$ cat src/shared/ide_timing_params.svh
// offsets, field positions, reset values and cycle counts of the drive timing block
`ifndef IDE_TIMING_PARAMS_SVH
`define IDE_TIMING_PARAMS_SVH

`define ADDR_W                12
`define OFS_CHANNEL_TIMING    12'h040
`define OFS_SLAVE_TIMING      12'h044
`define OFS_STATUS            12'h048

`define RST_CHANNEL_TIMING    16'h0000
`define RST_SLAVE_TIMING      8'h00

`define B_FAST_SEL_DRV0       0
`define B_READY_EN_DRV0       1
`define B_PREF_POST_DRV0      2
`define B_DMA_ONLY_DRV0       3
`define B_FAST_SEL_DRV1       4
`define B_READY_EN_DRV1       5
`define B_PREF_POST_DRV1      6
`define B_DMA_ONLY_DRV1       7
`define F_RECOV_LO            8
`define F_SAMPLE_LO           12
`define B_SLAVE_TREG_EN       14
`define B_DECODE_EN           15
`define F_SEC_SLV_RECOV_LO    4
`define F_SEC_SLV_SAMPLE_LO   6

`define DATA_PORT             3'h0
`define DRIVE_HEAD_PORT       3'h6
`define B_DRIVE_SEL           4

`define SAMPLE_BASE           3'h5
`define RECOV_BASE            3'h4
`define SLV_RECOV_FLOOR       3'h2
`define COMPAT16_SAMPLE       3'h5
`define COMPAT16_RECOV        3'h4
`define COMPAT8_SAMPLE        3'h6
`define COMPAT8_RECOV         3'h7
`define FLOAT_DATA            16'hffff

`endif

$ cat src/shared/ide_timing_pkg.sv
// types shared by the drive timing block
package ide_timing_pkg;
  typedef enum logic [1:0] {M_IDLE, M_START, M_CYCLE} main_state_t;
  typedef enum logic [1:0] {T_IDLE, T_ACTIVE, T_RECOV} timer_state_t;
  typedef struct packed {
    logic [2:0] sample;
    logic [2:0] recov;
  } cycle_timing_t;
endpackage

$ cat src/shared/strobe_if.sv
// carrier between the cycle sequencer and the strobe timer
`timescale 1ns/1ps
`default_nettype none
interface strobe_if;
  import ide_timing_pkg::*;
  logic          start;
  cycle_timing_t timing;
  logic          ready_force;
  logic          ready_pin;
  logic          strobe;
  logic          busy;
  logic          done;
  modport main  (output start, timing, ready_force, ready_pin, input strobe, busy, done);
  modport timer (input start, timing, ready_force, ready_pin, output strobe, busy, done);
endinterface
`default_nettype wire

$ cat src/ide_drive_timing_select.sv
// per-drive timing selection, apb registers and cycle sequencer of one ide channel
//
// Added by the designer: the APB register port.
`timescale 1ns/1ps
`default_nettype none
`include "ide_timing_params.svh"
//
// How it works
// - drive 1 ready off forces ready true
// - drive 1 selected, enabled: sample ready
// - drive 1 fast off: compatible 16-bit data
// - drive 1 fast; pio only if dma-only clear
// - non-data ports always 8-bit compatible timing
// - drive 0 dma-only set slows pio only
// - drive 0 prefetch and posting when enabled
// - drive 0 ready off forces ready true
// - drive 0 selected, enabled: sample ready
// - drive 0 fast off: compatible 16-bit data
// - drive 0 fast; pio only if dma-only clear
// - slave register used only with its enable
// - slave register holds own timing, resets zero
// - slave sample point 5, 4, 3, 2 clocks
// - slave recovery 4, 3, 2 clocks
// - drive 1 prefetch and posting when enabled
module ide_drive_timing_select
  import ide_timing_pkg::*;
(
  input  wire logic                 clk,
  input  wire logic                 rst,
  input  wire logic                 ce,
  input  wire logic [`ADDR_W-1:0]   paddr,
  input  wire logic                 psel,
  input  wire logic                 penable,
  input  wire logic                 pwrite,
  input  wire logic [31:0]          pwdata,
  output logic      [31:0]          prdata,
  output logic                      pready,
  output logic                      pslverr,
  input  wire logic                 host_req,
  input  wire logic                 host_write,
  input  wire logic                 host_dma,
  input  wire logic [2:0]           host_addr,
  input  wire logic [15:0]          host_wdata,
  output logic      [15:0]          host_rdata,
  output logic                      host_ack,
  output logic      [2:0]           ide_addr,
  output logic      [1:0]           sec_io_strobe_n,
  input  wire logic                 sec_ready_in,
  input  wire logic [15:0]          ide_data_in,
  output logic      [15:0]          ide_data_out,
  output logic                      ide_data_oe
);
  strobe_if tif ();

  ide_strobe_timer u_timer (
    .clk (clk),
    .rst (rst),
    .ce  (ce),
    .tif (tif)
  );

  ////////////////////////////////////////////////////////////////////////////
  // apb registers

  logic [15:0] ide_channel_timing;
  logic [15:0] next_ide_channel_timing;
  logic [7:0]  slave_drive_timing;
  logic [7:0]  next_slave_drive_timing;
  logic [31:0] next_prdata;
  logic        next_pslverr;
  logic        apb_setup;
  logic        apb_write;
  logic        mapped;
  logic [31:0] status_word;

  main_state_t state;
  logic        drive_sel;
  logic        pref_valid;
  logic        cur_fast;

  assign apb_setup   = psel & ~penable;
  assign apb_write   = psel & penable & pwrite;
  assign pready      = 1'b1;
  assign mapped      = (paddr == `OFS_CHANNEL_TIMING) | (paddr == `OFS_SLAVE_TIMING) |
                       (paddr == `OFS_STATUS);
  assign status_word = {27'h0, cur_fast, tif.busy, (state != M_IDLE), pref_valid, drive_sel};

  always_comb begin
    next_ide_channel_timing = ide_channel_timing;
    next_slave_drive_timing = slave_drive_timing;
    next_prdata             = prdata;
    next_pslverr            = pslverr;
    if (apb_setup) begin
      next_pslverr = ~mapped;
      next_prdata  = 32'h0;
      unique case (paddr)
        `OFS_CHANNEL_TIMING: next_prdata = {16'h0, ide_channel_timing};
        `OFS_SLAVE_TIMING:   next_prdata = {24'h0, slave_drive_timing};
        `OFS_STATUS:         next_prdata = status_word;
        default:             next_prdata = 32'h0;
      endcase
    end
    if (apb_write) begin
      if (paddr == `OFS_CHANNEL_TIMING) begin
        next_ide_channel_timing = pwdata[15:0];
      end
      if (paddr == `OFS_SLAVE_TIMING) begin
        next_slave_drive_timing = pwdata[7:0];
      end
    end
  end

  always_ff @(posedge clk or posedge rst) begin
    if (rst) begin
      ide_channel_timing <= `RST_CHANNEL_TIMING;
      slave_drive_timing <= `RST_SLAVE_TIMING;
      prdata             <= 32'h0;
      pslverr            <= 1'b0;
    end else if (ce) begin
      ide_channel_timing <= next_ide_channel_timing;
      slave_drive_timing <= next_slave_drive_timing;
      prdata             <= next_prdata;
      pslverr            <= next_pslverr;
    end
  end

  ////////////////////////////////////////////////////////////////////////////
  // pin synchronisers

  logic        ready_meta;
  logic        ready_sync;
  logic [15:0] data_meta;
  logic [15:0] data_sync;

  always_ff @(posedge clk or posedge rst) begin
    if (rst) begin
      ready_meta <= 1'b0;
      ready_sync <= 1'b0;
      data_meta  <= 16'h0;
      data_sync  <= 16'h0;
    end else if (ce) begin
      ready_meta <= sec_ready_in;
      ready_sync <= ready_meta;
      data_meta  <= ide_data_in;
      data_sync  <= data_meta;
    end
  end

  ////////////////////////////////////////////////////////////////////////////
  // timing selection for the latched cycle

  logic          cur_write;
  logic          cur_dma;
  logic          cur_pref;
  logic [2:0]    cur_addr;
  logic [15:0]   cur_wdata;
  logic          cur_data_port;
  logic          sel_fast_bit;
  logic          sel_dma_only;
  logic          sel_ready_en;
  logic          sel_pref_post;
  logic          use_slave;
  cycle_timing_t fast_timing;
  cycle_timing_t main_fast;
  cycle_timing_t slave_fast;
  logic [1:0]    slv_rec_code;

  assign cur_data_port = (cur_addr == `DATA_PORT);
  assign sel_fast_bit  = drive_sel ? ide_channel_timing[`B_FAST_SEL_DRV1]
                                   : ide_channel_timing[`B_FAST_SEL_DRV0];
  assign sel_dma_only  = drive_sel ? ide_channel_timing[`B_DMA_ONLY_DRV1]
                                   : ide_channel_timing[`B_DMA_ONLY_DRV0];
  assign sel_ready_en  = drive_sel ? ide_channel_timing[`B_READY_EN_DRV1]
                                   : ide_channel_timing[`B_READY_EN_DRV0];
  assign sel_pref_post = drive_sel ? ide_channel_timing[`B_PREF_POST_DRV1]
                                   : ide_channel_timing[`B_PREF_POST_DRV0];
  assign use_slave     = drive_sel & ide_channel_timing[`B_SLAVE_TREG_EN];

  assign cur_fast = cur_data_port & sel_fast_bit & (cur_dma | ~sel_dma_only);

  assign main_fast.sample  = `SAMPLE_BASE -
                             {1'b0, ide_channel_timing[`F_SAMPLE_LO +: 2]};
  assign main_fast.recov   = `RECOV_BASE -
                             {1'b0, ide_channel_timing[`F_RECOV_LO +: 2]};
  assign slave_fast.sample = `SAMPLE_BASE -
                             {1'b0, slave_drive_timing[`F_SEC_SLV_SAMPLE_LO +: 2]};
  assign slv_rec_code      = slave_drive_timing[`F_SEC_SLV_RECOV_LO +: 2];
  assign slave_fast.recov  = (slv_rec_code == 2'h3) ? `SLV_RECOV_FLOOR
                                                    : `RECOV_BASE - {1'b0, slv_rec_code};
  assign fast_timing       = use_slave ? slave_fast : main_fast;

  always_comb begin
    if (!cur_data_port) begin
      tif.timing.sample = `COMPAT8_SAMPLE;
      tif.timing.recov  = `COMPAT8_RECOV;
    end else if (cur_fast) begin
      tif.timing = fast_timing;
    end else begin
      tif.timing.sample = `COMPAT16_SAMPLE;
      tif.timing.recov  = `COMPAT16_RECOV;
    end
  end

  assign tif.ready_force = ~sel_ready_en;
  assign tif.ready_pin   = ready_sync;

  ////////////////////////////////////////////////////////////////////////////
  // cycle sequencer with one-word prefetch

  main_state_t next_state;
  logic        next_drive_sel;
  logic        next_pref_valid;
  logic [15:0] pref_data;
  logic [15:0] next_pref_data;
  logic        next_cur_write;
  logic        next_cur_dma;
  logic        next_cur_pref;
  logic [2:0]  next_cur_addr;
  logic [15:0] next_cur_wdata;
  logic        posted;
  logic        next_posted;
  logic [15:0] next_host_rdata;
  logic        next_host_ack;
  logic        decode_en;
  logic        req_pio_data;
  logic        cur_pio_pp;

  assign decode_en    = ide_channel_timing[`B_DECODE_EN];
  assign req_pio_data = (host_addr == `DATA_PORT) & ~host_dma;
  assign cur_pio_pp   = cur_data_port & ~cur_dma & sel_pref_post;

  always_comb begin
    next_state      = state;
    next_drive_sel  = drive_sel;
    next_pref_valid = pref_valid;
    next_pref_data  = pref_data;
    next_cur_write  = cur_write;
    next_cur_dma    = cur_dma;
    next_cur_pref   = cur_pref;
    next_cur_addr   = cur_addr;
    next_cur_wdata  = cur_wdata;
    next_posted     = posted;
    next_host_rdata = host_rdata;
    next_host_ack   = 1'b0;
    tif.start       = 1'b0;
    unique case (state)
      M_IDLE: begin
        if (host_req && !host_ack) begin
          if (!decode_en) begin
            next_host_ack   = 1'b1;
            next_host_rdata = `FLOAT_DATA;
          end else if (!host_write && req_pio_data && pref_valid) begin
            next_host_ack   = 1'b1;
            next_host_rdata = pref_data;
            next_pref_valid = 1'b0;
            next_cur_pref   = 1'b1;
            next_state      = sel_pref_post ? M_START : M_IDLE;
          end else begin
            next_cur_write  = host_write;
            next_cur_dma    = host_dma;
            next_cur_addr   = host_addr;
            next_cur_wdata  = host_wdata;
            next_cur_pref   = 1'b0;
            next_posted     = host_write & req_pio_data & sel_pref_post;
            next_host_ack   = host_write & req_pio_data & sel_pref_post;
            next_state      = M_START;
            if (host_write) begin
              next_pref_valid = 1'b0;
            end
            if (host_write && host_addr == `DRIVE_HEAD_PORT) begin
              next_drive_sel  = host_wdata[`B_DRIVE_SEL];
              next_pref_valid = 1'b0;
            end
          end
        end
      end
      M_START: begin
        if (!tif.busy) begin
          tif.start  = 1'b1;
          next_state = M_CYCLE;
        end
      end
      M_CYCLE: begin
        if (tif.done) begin
          if (cur_pref) begin
            next_pref_valid = 1'b1;
            next_pref_data  = data_sync;
            next_state      = M_IDLE;
          end else begin
            next_host_ack   = ~posted;
            next_host_rdata = cur_write ? host_rdata : data_sync;
            next_posted     = 1'b0;
            next_cur_pref   = ~cur_write & cur_pio_pp;
            next_state      = (~cur_write & cur_pio_pp) ? M_START : M_IDLE;
          end
        end
      end
      default: next_state = M_IDLE;
    endcase
  end

  always_ff @(posedge clk or posedge rst) begin
    if (rst) begin
      state      <= M_IDLE;
      drive_sel  <= 1'b0;
      pref_valid <= 1'b0;
      pref_data  <= 16'h0;
      cur_write  <= 1'b0;
      cur_dma    <= 1'b0;
      cur_pref   <= 1'b0;
      cur_addr   <= 3'h0;
      cur_wdata  <= 16'h0;
      posted     <= 1'b0;
      host_rdata <= 16'h0;
      host_ack   <= 1'b0;
    end else if (ce) begin
      state      <= next_state;
      drive_sel  <= next_drive_sel;
      pref_valid <= next_pref_valid;
      pref_data  <= next_pref_data;
      cur_write  <= next_cur_write;
      cur_dma    <= next_cur_dma;
      cur_pref   <= next_cur_pref;
      cur_addr   <= next_cur_addr;
      cur_wdata  <= next_cur_wdata;
      posted     <= next_posted;
      host_rdata <= next_host_rdata;
      host_ack   <= next_host_ack;
    end
  end

  ////////////////////////////////////////////////////////////////////////////
  // drive side pins

  assign ide_addr        = cur_addr;
  assign ide_data_out    = cur_wdata;
  assign ide_data_oe     = cur_write & (state == M_CYCLE);
  assign sec_io_strobe_n = {~(tif.strobe & cur_write), ~(tif.strobe & ~cur_write)};
endmodule
`default_nettype wire

$ cat src/ide_strobe_timer.sv
// strobe, ready sample point and recovery timer for one channel
`timescale 1ns/1ps
`default_nettype none
`include "ide_timing_params.svh"
module ide_strobe_timer
  import ide_timing_pkg::*;
(
  input  wire logic clk,
  input  wire logic rst,
  input  wire logic ce,
  strobe_if.timer   tif
);
  timer_state_t state;
  timer_state_t next_state;
  logic [2:0]   count;
  logic [2:0]   next_count;
  logic         ready_ok;

  assign ready_ok   = tif.ready_force | tif.ready_pin;
  assign tif.strobe = (state == T_ACTIVE);
  assign tif.busy   = (state != T_IDLE);

  always_comb begin
    next_state = state;
    next_count = count;
    tif.done   = 1'b0;
    unique case (state)
      T_IDLE: begin
        if (tif.start) begin
          next_count = tif.timing.sample - 3'h1;
          next_state = T_ACTIVE;
        end
      end
      T_ACTIVE: begin
        if (count != 3'h0) begin
          next_count = count - 3'h1;
        end else if (ready_ok) begin
          // forced ready passes the first sample point
          tif.done   = 1'b1;
          next_count = tif.timing.recov - 3'h1;
          next_state = T_RECOV;
        end
      end
      T_RECOV: begin
        if (count != 3'h0) begin
          next_count = count - 3'h1;
        end else begin
          next_state = T_IDLE;
        end
      end
      default: next_state = T_IDLE;
    endcase
  end

  always_ff @(posedge clk or posedge rst) begin
    if (rst) begin
      state <= T_IDLE;
      count <= 3'h0;
    end else if (ce) begin
      state <= next_state;
      count <= next_count;
    end
  end
endmodule
`default_nettype wire

$ cat config.mk
export PLATFORM = sky130hd
export DESIGN_NAME = ide_drive_timing_select
export DESIGN_NICKNAME = d
export VERILOG_FILES = /design/src/shared/ide_timing_pkg.sv /design/src/shared/strobe_if.sv /design/src/ide_drive_timing_select.sv /design/src/ide_strobe_timer.sv
export VERILOG_INCLUDE_DIRS = /design/src /design/src/shared
export SDC_FILE = /design/constraint.sdc
export NUM_CORES = 1
export LEC_CHECK = 0
export BUFFER_PORTS_ARGS = -buffer_cell sky130_fd_sc_hd__buf_2
export CAP_MARGIN = 40
export CORE_MARGIN = 2
export CORE_UTILIZATION = 41
export DETAILED_ROUTE_END_ITERATION = 10
export MAX_ROUTING_LAYER = met4
export PLACE_DENSITY = 0.67
export SLEW_MARGIN = 25
export SYNTH_ARGS = -nofsm -noshare
export SYNTH_HDL_FRONTEND = slang
export SYNTH_SLANG_ARGS = --single-unit
$ cat constraint.sdc
create_clock -name clk -period 3.9 [get_ports clk]
set_input_delay 0.195 -clock clk [delete_from_list [all_inputs] [get_ports clk]]
set_output_delay 0.195 -clock clk [all_outputs]
set_load 0.03 [all_outputs]
---- Word-level counts from Yosys, hierarchy flattened ----
Cells that the tools add are included.
storage, ports and cells
  word-level logic and storage cells ...... 178
  register bits after elaboration ......... 156
cells by class
  add/sub/neg operators ................... 7
  eq/ne operators ......................... 25
  bitwise logic cells ..................... 30
  reduce and logical (&&, ||, !) cells .... 28
  mux-type cells .......................... 66
operator list
  operator               count
  $mux W16               6
  $pmux W16 S3           1
  $eq A12 B7 Y1 const B  3
  $mux W1                35
  $pmux W16 S2           1
  $reduce_and A5 Y1      5
  $ne A2 B2 Y1 const B   11
  $reduce_and A7 Y1      3
  $mux W6                3
  $mux W2                8
  $and A1 B1 Y1          15
  $mux W3                5
  $pmux W2 S3            2
  $sub A3 B2 Y3 const A  4
  $not A1 Y1             11
  $pmux W3 S3            1
  $sub A3 B1 Y3 const B  3
  $pmux W1 S2            4
  $eq A2 B2 Y1 const B   3
  $logic_not A3 Y1       2
  $reduce_and A3 Y1      2
  $reduce_and A6 Y1      1
  $reduce_bool A2 Y1     3
  $reduce_bool A3 Y1     2
  12 further kinds       22

---- Logic depth before layout (Yosys ltp) ----
  word-level depth ........................ 10
  gate-level depth with buffers ........... 10
  gate-level depth less buffers ........... 9

---- By module ----
Synthesis repeated with hierarchy kept, for this count alone.
unflattened totals
  cells, all modules ...................... 531
  area, all modules ....................... 6633.9 sq um
by module, submodules not included
  module                   cells each  instances  area an instance (sq um)
  ide_drive_timing_select  469         1          6079.6
  ide_strobe_timer         62          1          554.3

---- Worst setup path after synthesis ----
OpenSTA, ideal clock, no wires.
  kind .................................... reg-to-reg
  from .................................... register u_timer.state[1]
  to ...................................... register host_rdata[10]
  data arrival time ....................... 2.157 ns
  library setup time ...................... 0.125 ns
  data required time ...................... 3.775 ns
  cell stages (with the launch flop) ...... 11
  setup slack ............................. 1.618 ns
  buffers on the path ..................... 3
  cells stage by stage .................... dfrtp_1 inv_1 ha_1 clkbuf_1 nand2_1 a2111o_1 a21oi_2 o21a_1 buf_6 buf_12 mux2_4
on the way
  cells in the longest elaborated chain, start to end .. 4
RTL lines
  item                                line                            source
  start, declared                     ide_strobe_timer.sv:13          timer_state_t state;
  start signal, assigned              ide_strobe_timer.sv:60          state <= next_state;
  $eq A2 B1 Y1                        ide_strobe_timer.sv:27          unique case (state)
  $mux W1                             ide_strobe_timer.sv:27
  $ne A2 B2 Y1 (no source line)       -
  $reduce_and A7 Y1 (no source line)  -
  end signal, assigned                ide_drive_timing_select.sv:327  host_rdata <= next_host_rdata;
  end, declared                       ide_drive_timing_select.sv:44   output logic [15:0] host_rdata,
Every way passes these cells.
A chain may end at the register's enable or synchronous reset.

---- Final worst setup path ----
  from .................................... register u_timer.count[0]
  to ...................................... register host_rdata[8]
on the way
  cells in the longest elaborated chain, start to end .. 5
RTL lines
  item                                line                    source
  start, declared                     ide_strobe_timer.sv:15  logic [2:0] count;
  start signal, assigned              ide_strobe_timer.sv:61  count <= next_count;
  $reduce_bool A3 Y1                  ide_strobe_timer.sv:35  if (count != 3'h0) begin
  $mux W1                             ide_strobe_timer.sv:35
  $mux W1                             ide_strobe_timer.sv:27
  $ne A2 B2 Y1 (no source line)       -
  $reduce_and A7 Y1 (no source line)  -
Every way passes these cells.

==> qor.txt <==
Diode count = 0
Initial DRC count = 219
Most Frequent Cell on Critical Path = ha_1
Vias in the first global route = 4772
Total negative setup slack = 0 ns
Area of the multi-input gates = 0.00265 mm²
# port buffers = 128
Slowest CP cell = o21a_1
Count leader, synth = dfrtp_1
Largest net degree at the start of global routing = 57
R2R depth = 9
Cell Chain, Critical Path = inv_1 > ha_1 > ha_1 > nand2_1 > a2111o_1 > a21oi_2 > o21a_1 > buf_4 > mux2_4
Fin util = 53.7%
Fill cells = 1337
Unrepaired setup endpoints after global routing = false
Final slew viol count = 0
Pint = 3.16 mW
Switching power total = 1.47 mW
Average instance area after synthesis = 12.2 µm²
Buf+Inv Stages, Crit Path = 2
Arrival time worst endpoint = 3.17 ns
Final setup violation count = 0
Max FO, Critical Path = 11
Max-cap violation count = 0
Clock root buffer = clkbuf_16
Period Utilization, post-route = 73.5%
Die extent in x = 130 µm
Main area contributors after synthesis = dfrtp_1, mux2_2, mux2_4
Period minus WS final = 2.87 ns
Global placement routability congestion = 0.831
Final ANT Viol Nets = 0
EDFF count, synth = 0
Dominant synthesized flop cell = dfrtp_1
Max Clk Rate = 349 MHz
Syn Inst Count = 530
WL final = 14900 µm
Yosys top cell by area = dfrtp_1
Reg area = 0.00350 mm²
Vias/cell = 5.11
Top cell type's share of synthesized area = 54.0%
Sequential power share = 39.2%
Synth warnings = 0
Leakage = 3.97 nW
Drt pass-1 iters = 4
Post-CTS sizing = 0
Die height = 130 µm
CTS clk-pin slew, worst paths = 0.06 ns
Hold Crit Class = in2reg
Worst Path Required = 4.21 ns
Relative slew margins = 49.5%
DR DRC count = 0
WL/cell = 16.2 µm
Hold path depth = 2
Synthesized area = 0.00648 mm²
Sink Count = 140
Post-synth top cells = dfrtp_1, mux2_2, inv_1, nor2_1, nand2_1
Yosys reg bits = 140
Status = finished clean
H-tree Lvls = 4
Initial core utilization = 42.3%
Sw Ratio = 31.7%
Total power = 4.63 mW
First-pass GRT wire length = 23700 µm
Die area = 0.0168 mm²
Overall routing resource usage = 18.7%
Critical path class = reg2reg
Vias after detailed routing = 4684
Distinct cells, synth = 54
Final hold vios = 0
Least-Margin Pin Slew = 0.754 ns
Sequential fraction of the synthesis area = 54.0%
Max incr delay on CP = 0.58 ns
Final Skew = 0.00905 ns
Area Overhead vs Synth = 26.9%
Maximum vdd drop = 0.550 mV
Clk pwr share = 36.0%
Initial antenna violation count = 0
Critical path capture point type = flop
Detail Placement HPWL = 10000 µm
Post-synth ARST share = 100%
Core area = 0.0153 mm²
TritonCTS clock tree = built
Clk Latency, worst-skew pair = 0.42 ns
Comb pwr share = 24.8%
Site Rows = 45
Critical path launch point type = flop
Critical Path Stages = 9
Fraction of layout instances using a drive strength above 1 = 41.1%
I/O pins = 162
Max clock buf depth = 2
Inserted Clock Buffers = 17
Cell family with most CP delay = compound AO/OA/AOI/OAI gates
Fin nets = 791
Grt ovf = 0
Pwr per Cell Area = 563 mW/mm²
-- kinds of logic (layout without fill, tap and decap cells) --
kind of cell | count (synthesis) | after routing | synth area share [%]
other | 2 | 17 | 0.116
DFF | 140 | 140 | 54.0
AOI/OAI and AO/OA | 89 | 89 | 9.20
buffers and inverters | 76 | 237 | 5.96
and+or+nand+nor | 90 | 90 | 7.02
adders and majority gates | 9 | 9 | 1.74
muxes | 124 | 124 | 21.9
-- power by group through the flow --
stage	logic, mW	clock network (mW)	registers, mW
final	1.15	1.67	1.81
after global placement	1.07	0	1.82
after detailed placement	1.11	0	1.83
after global routing	1.26	1.77	1.84
after CTS	1.15	1.71	1.81
after floorplan	0.717	0	1.94
-- cell usage in the layout (no fill, tap or decap), drive strengths merged, types with 8 or more instances in the layout --
master       count
a21oi           15
clkbuf          19
mux2i           12
o21ai           18
inv             35
mux2           112
dlygate4sd3     32
ha               9
a31oi           18
nor2            29
conb            17
buf            138
a22o             8
dfrtp          140
nand2           24
-- final cells by class --
cell class / count / area share [%]
Clock buffer: 19 / 5.50
Sequential cell: 140 / 42.6
Clock inverter: 13 / 2.02
Tap cell: 211 / 3.21
Multi-Input combinational cell: 329 / 32.3
Inverter: 35 / 1.64
Timing Repair Buffer: 170 / 12.8
-- worst reg2reg max path, delay by kind of cell (launching register included) --
kind | cells | cell delay [ns]
AOI/OAI and AO/OA | 3 | 1.14
adders and majority gates | 2 | 0.44
buffers and inverters | 2 | 0.36
DFF | 1 | 0.38
muxes | 1 | 0.31
and+or+nand+nor | 1 | 0.12
-- routing by layer --
metal  vias up  track usage [%]  routed length, µm
li1       2176                -                  -
met1      2307             22.8               6540
met2       177             30.4               7190
met3        24             4.22                787
met4         0             7.08                337
met5         -                -                  0
-- timing repair --
action / 4_1_cts / 5_1_grt
hold buffers: 32 / 0
endpoints found under the hold margin: 66 / 0
buffers inserted: 0 / 0
-- state kept, by name (all words and copies together), names as in the netlist --
name and cells:
host_ack 1, host_rdata 16, pref_data 16, pslverr 1
state 2, data_sync 16, ide_addr 3, ready_meta 1
u_timer.state 2, drive_sel 1, data_meta 16, ide_channel_timing 16
cur_dma 1, cur_write 1, ready_sync 1, u_timer.count 3
cur_pref 1, ide_data_out 16, posted 1, slave_drive_timing 8
pref_valid 1, prdata 16
-- through the flow --
step / hold slack, ns / cells / instance area [µm²] / setup slack [ns]
2_1_floorplan: 0.312 / 545 / 6550 / 1.62
3_3_place_gp: 0.384 / 851 / 7250 / 1.11
3_5_place_dp: 0.391 / 851 / 7260 / 1.04
4_1_cts: 0.000223 / 915 / 8200 / 1.02
5_1_grt: 0.00632 / 917 / 8230 / 0.865
6_report: 0.0180 / 917 / 8230 / 1.03
-- worst paths after layout --
kind	startpoint	endpoint	slack, ns
min in group asynchronous	rst	data_meta[1]	0.28
max in group asynchronous	rst	ide_channel_timing[1]	2.49
worst min register to register	prdata[4]	prdata[4]	0.48
worst max register to register	u_timer.count[0]	host_rdata[8]	1.03
worst max-delay path	u_timer.count[0]	host_rdata[8]	1.03
worst min-delay path	ide_data_in[7]	data_meta[7]	0.02
Note: power is estimated with default switching activity, not from simulation.
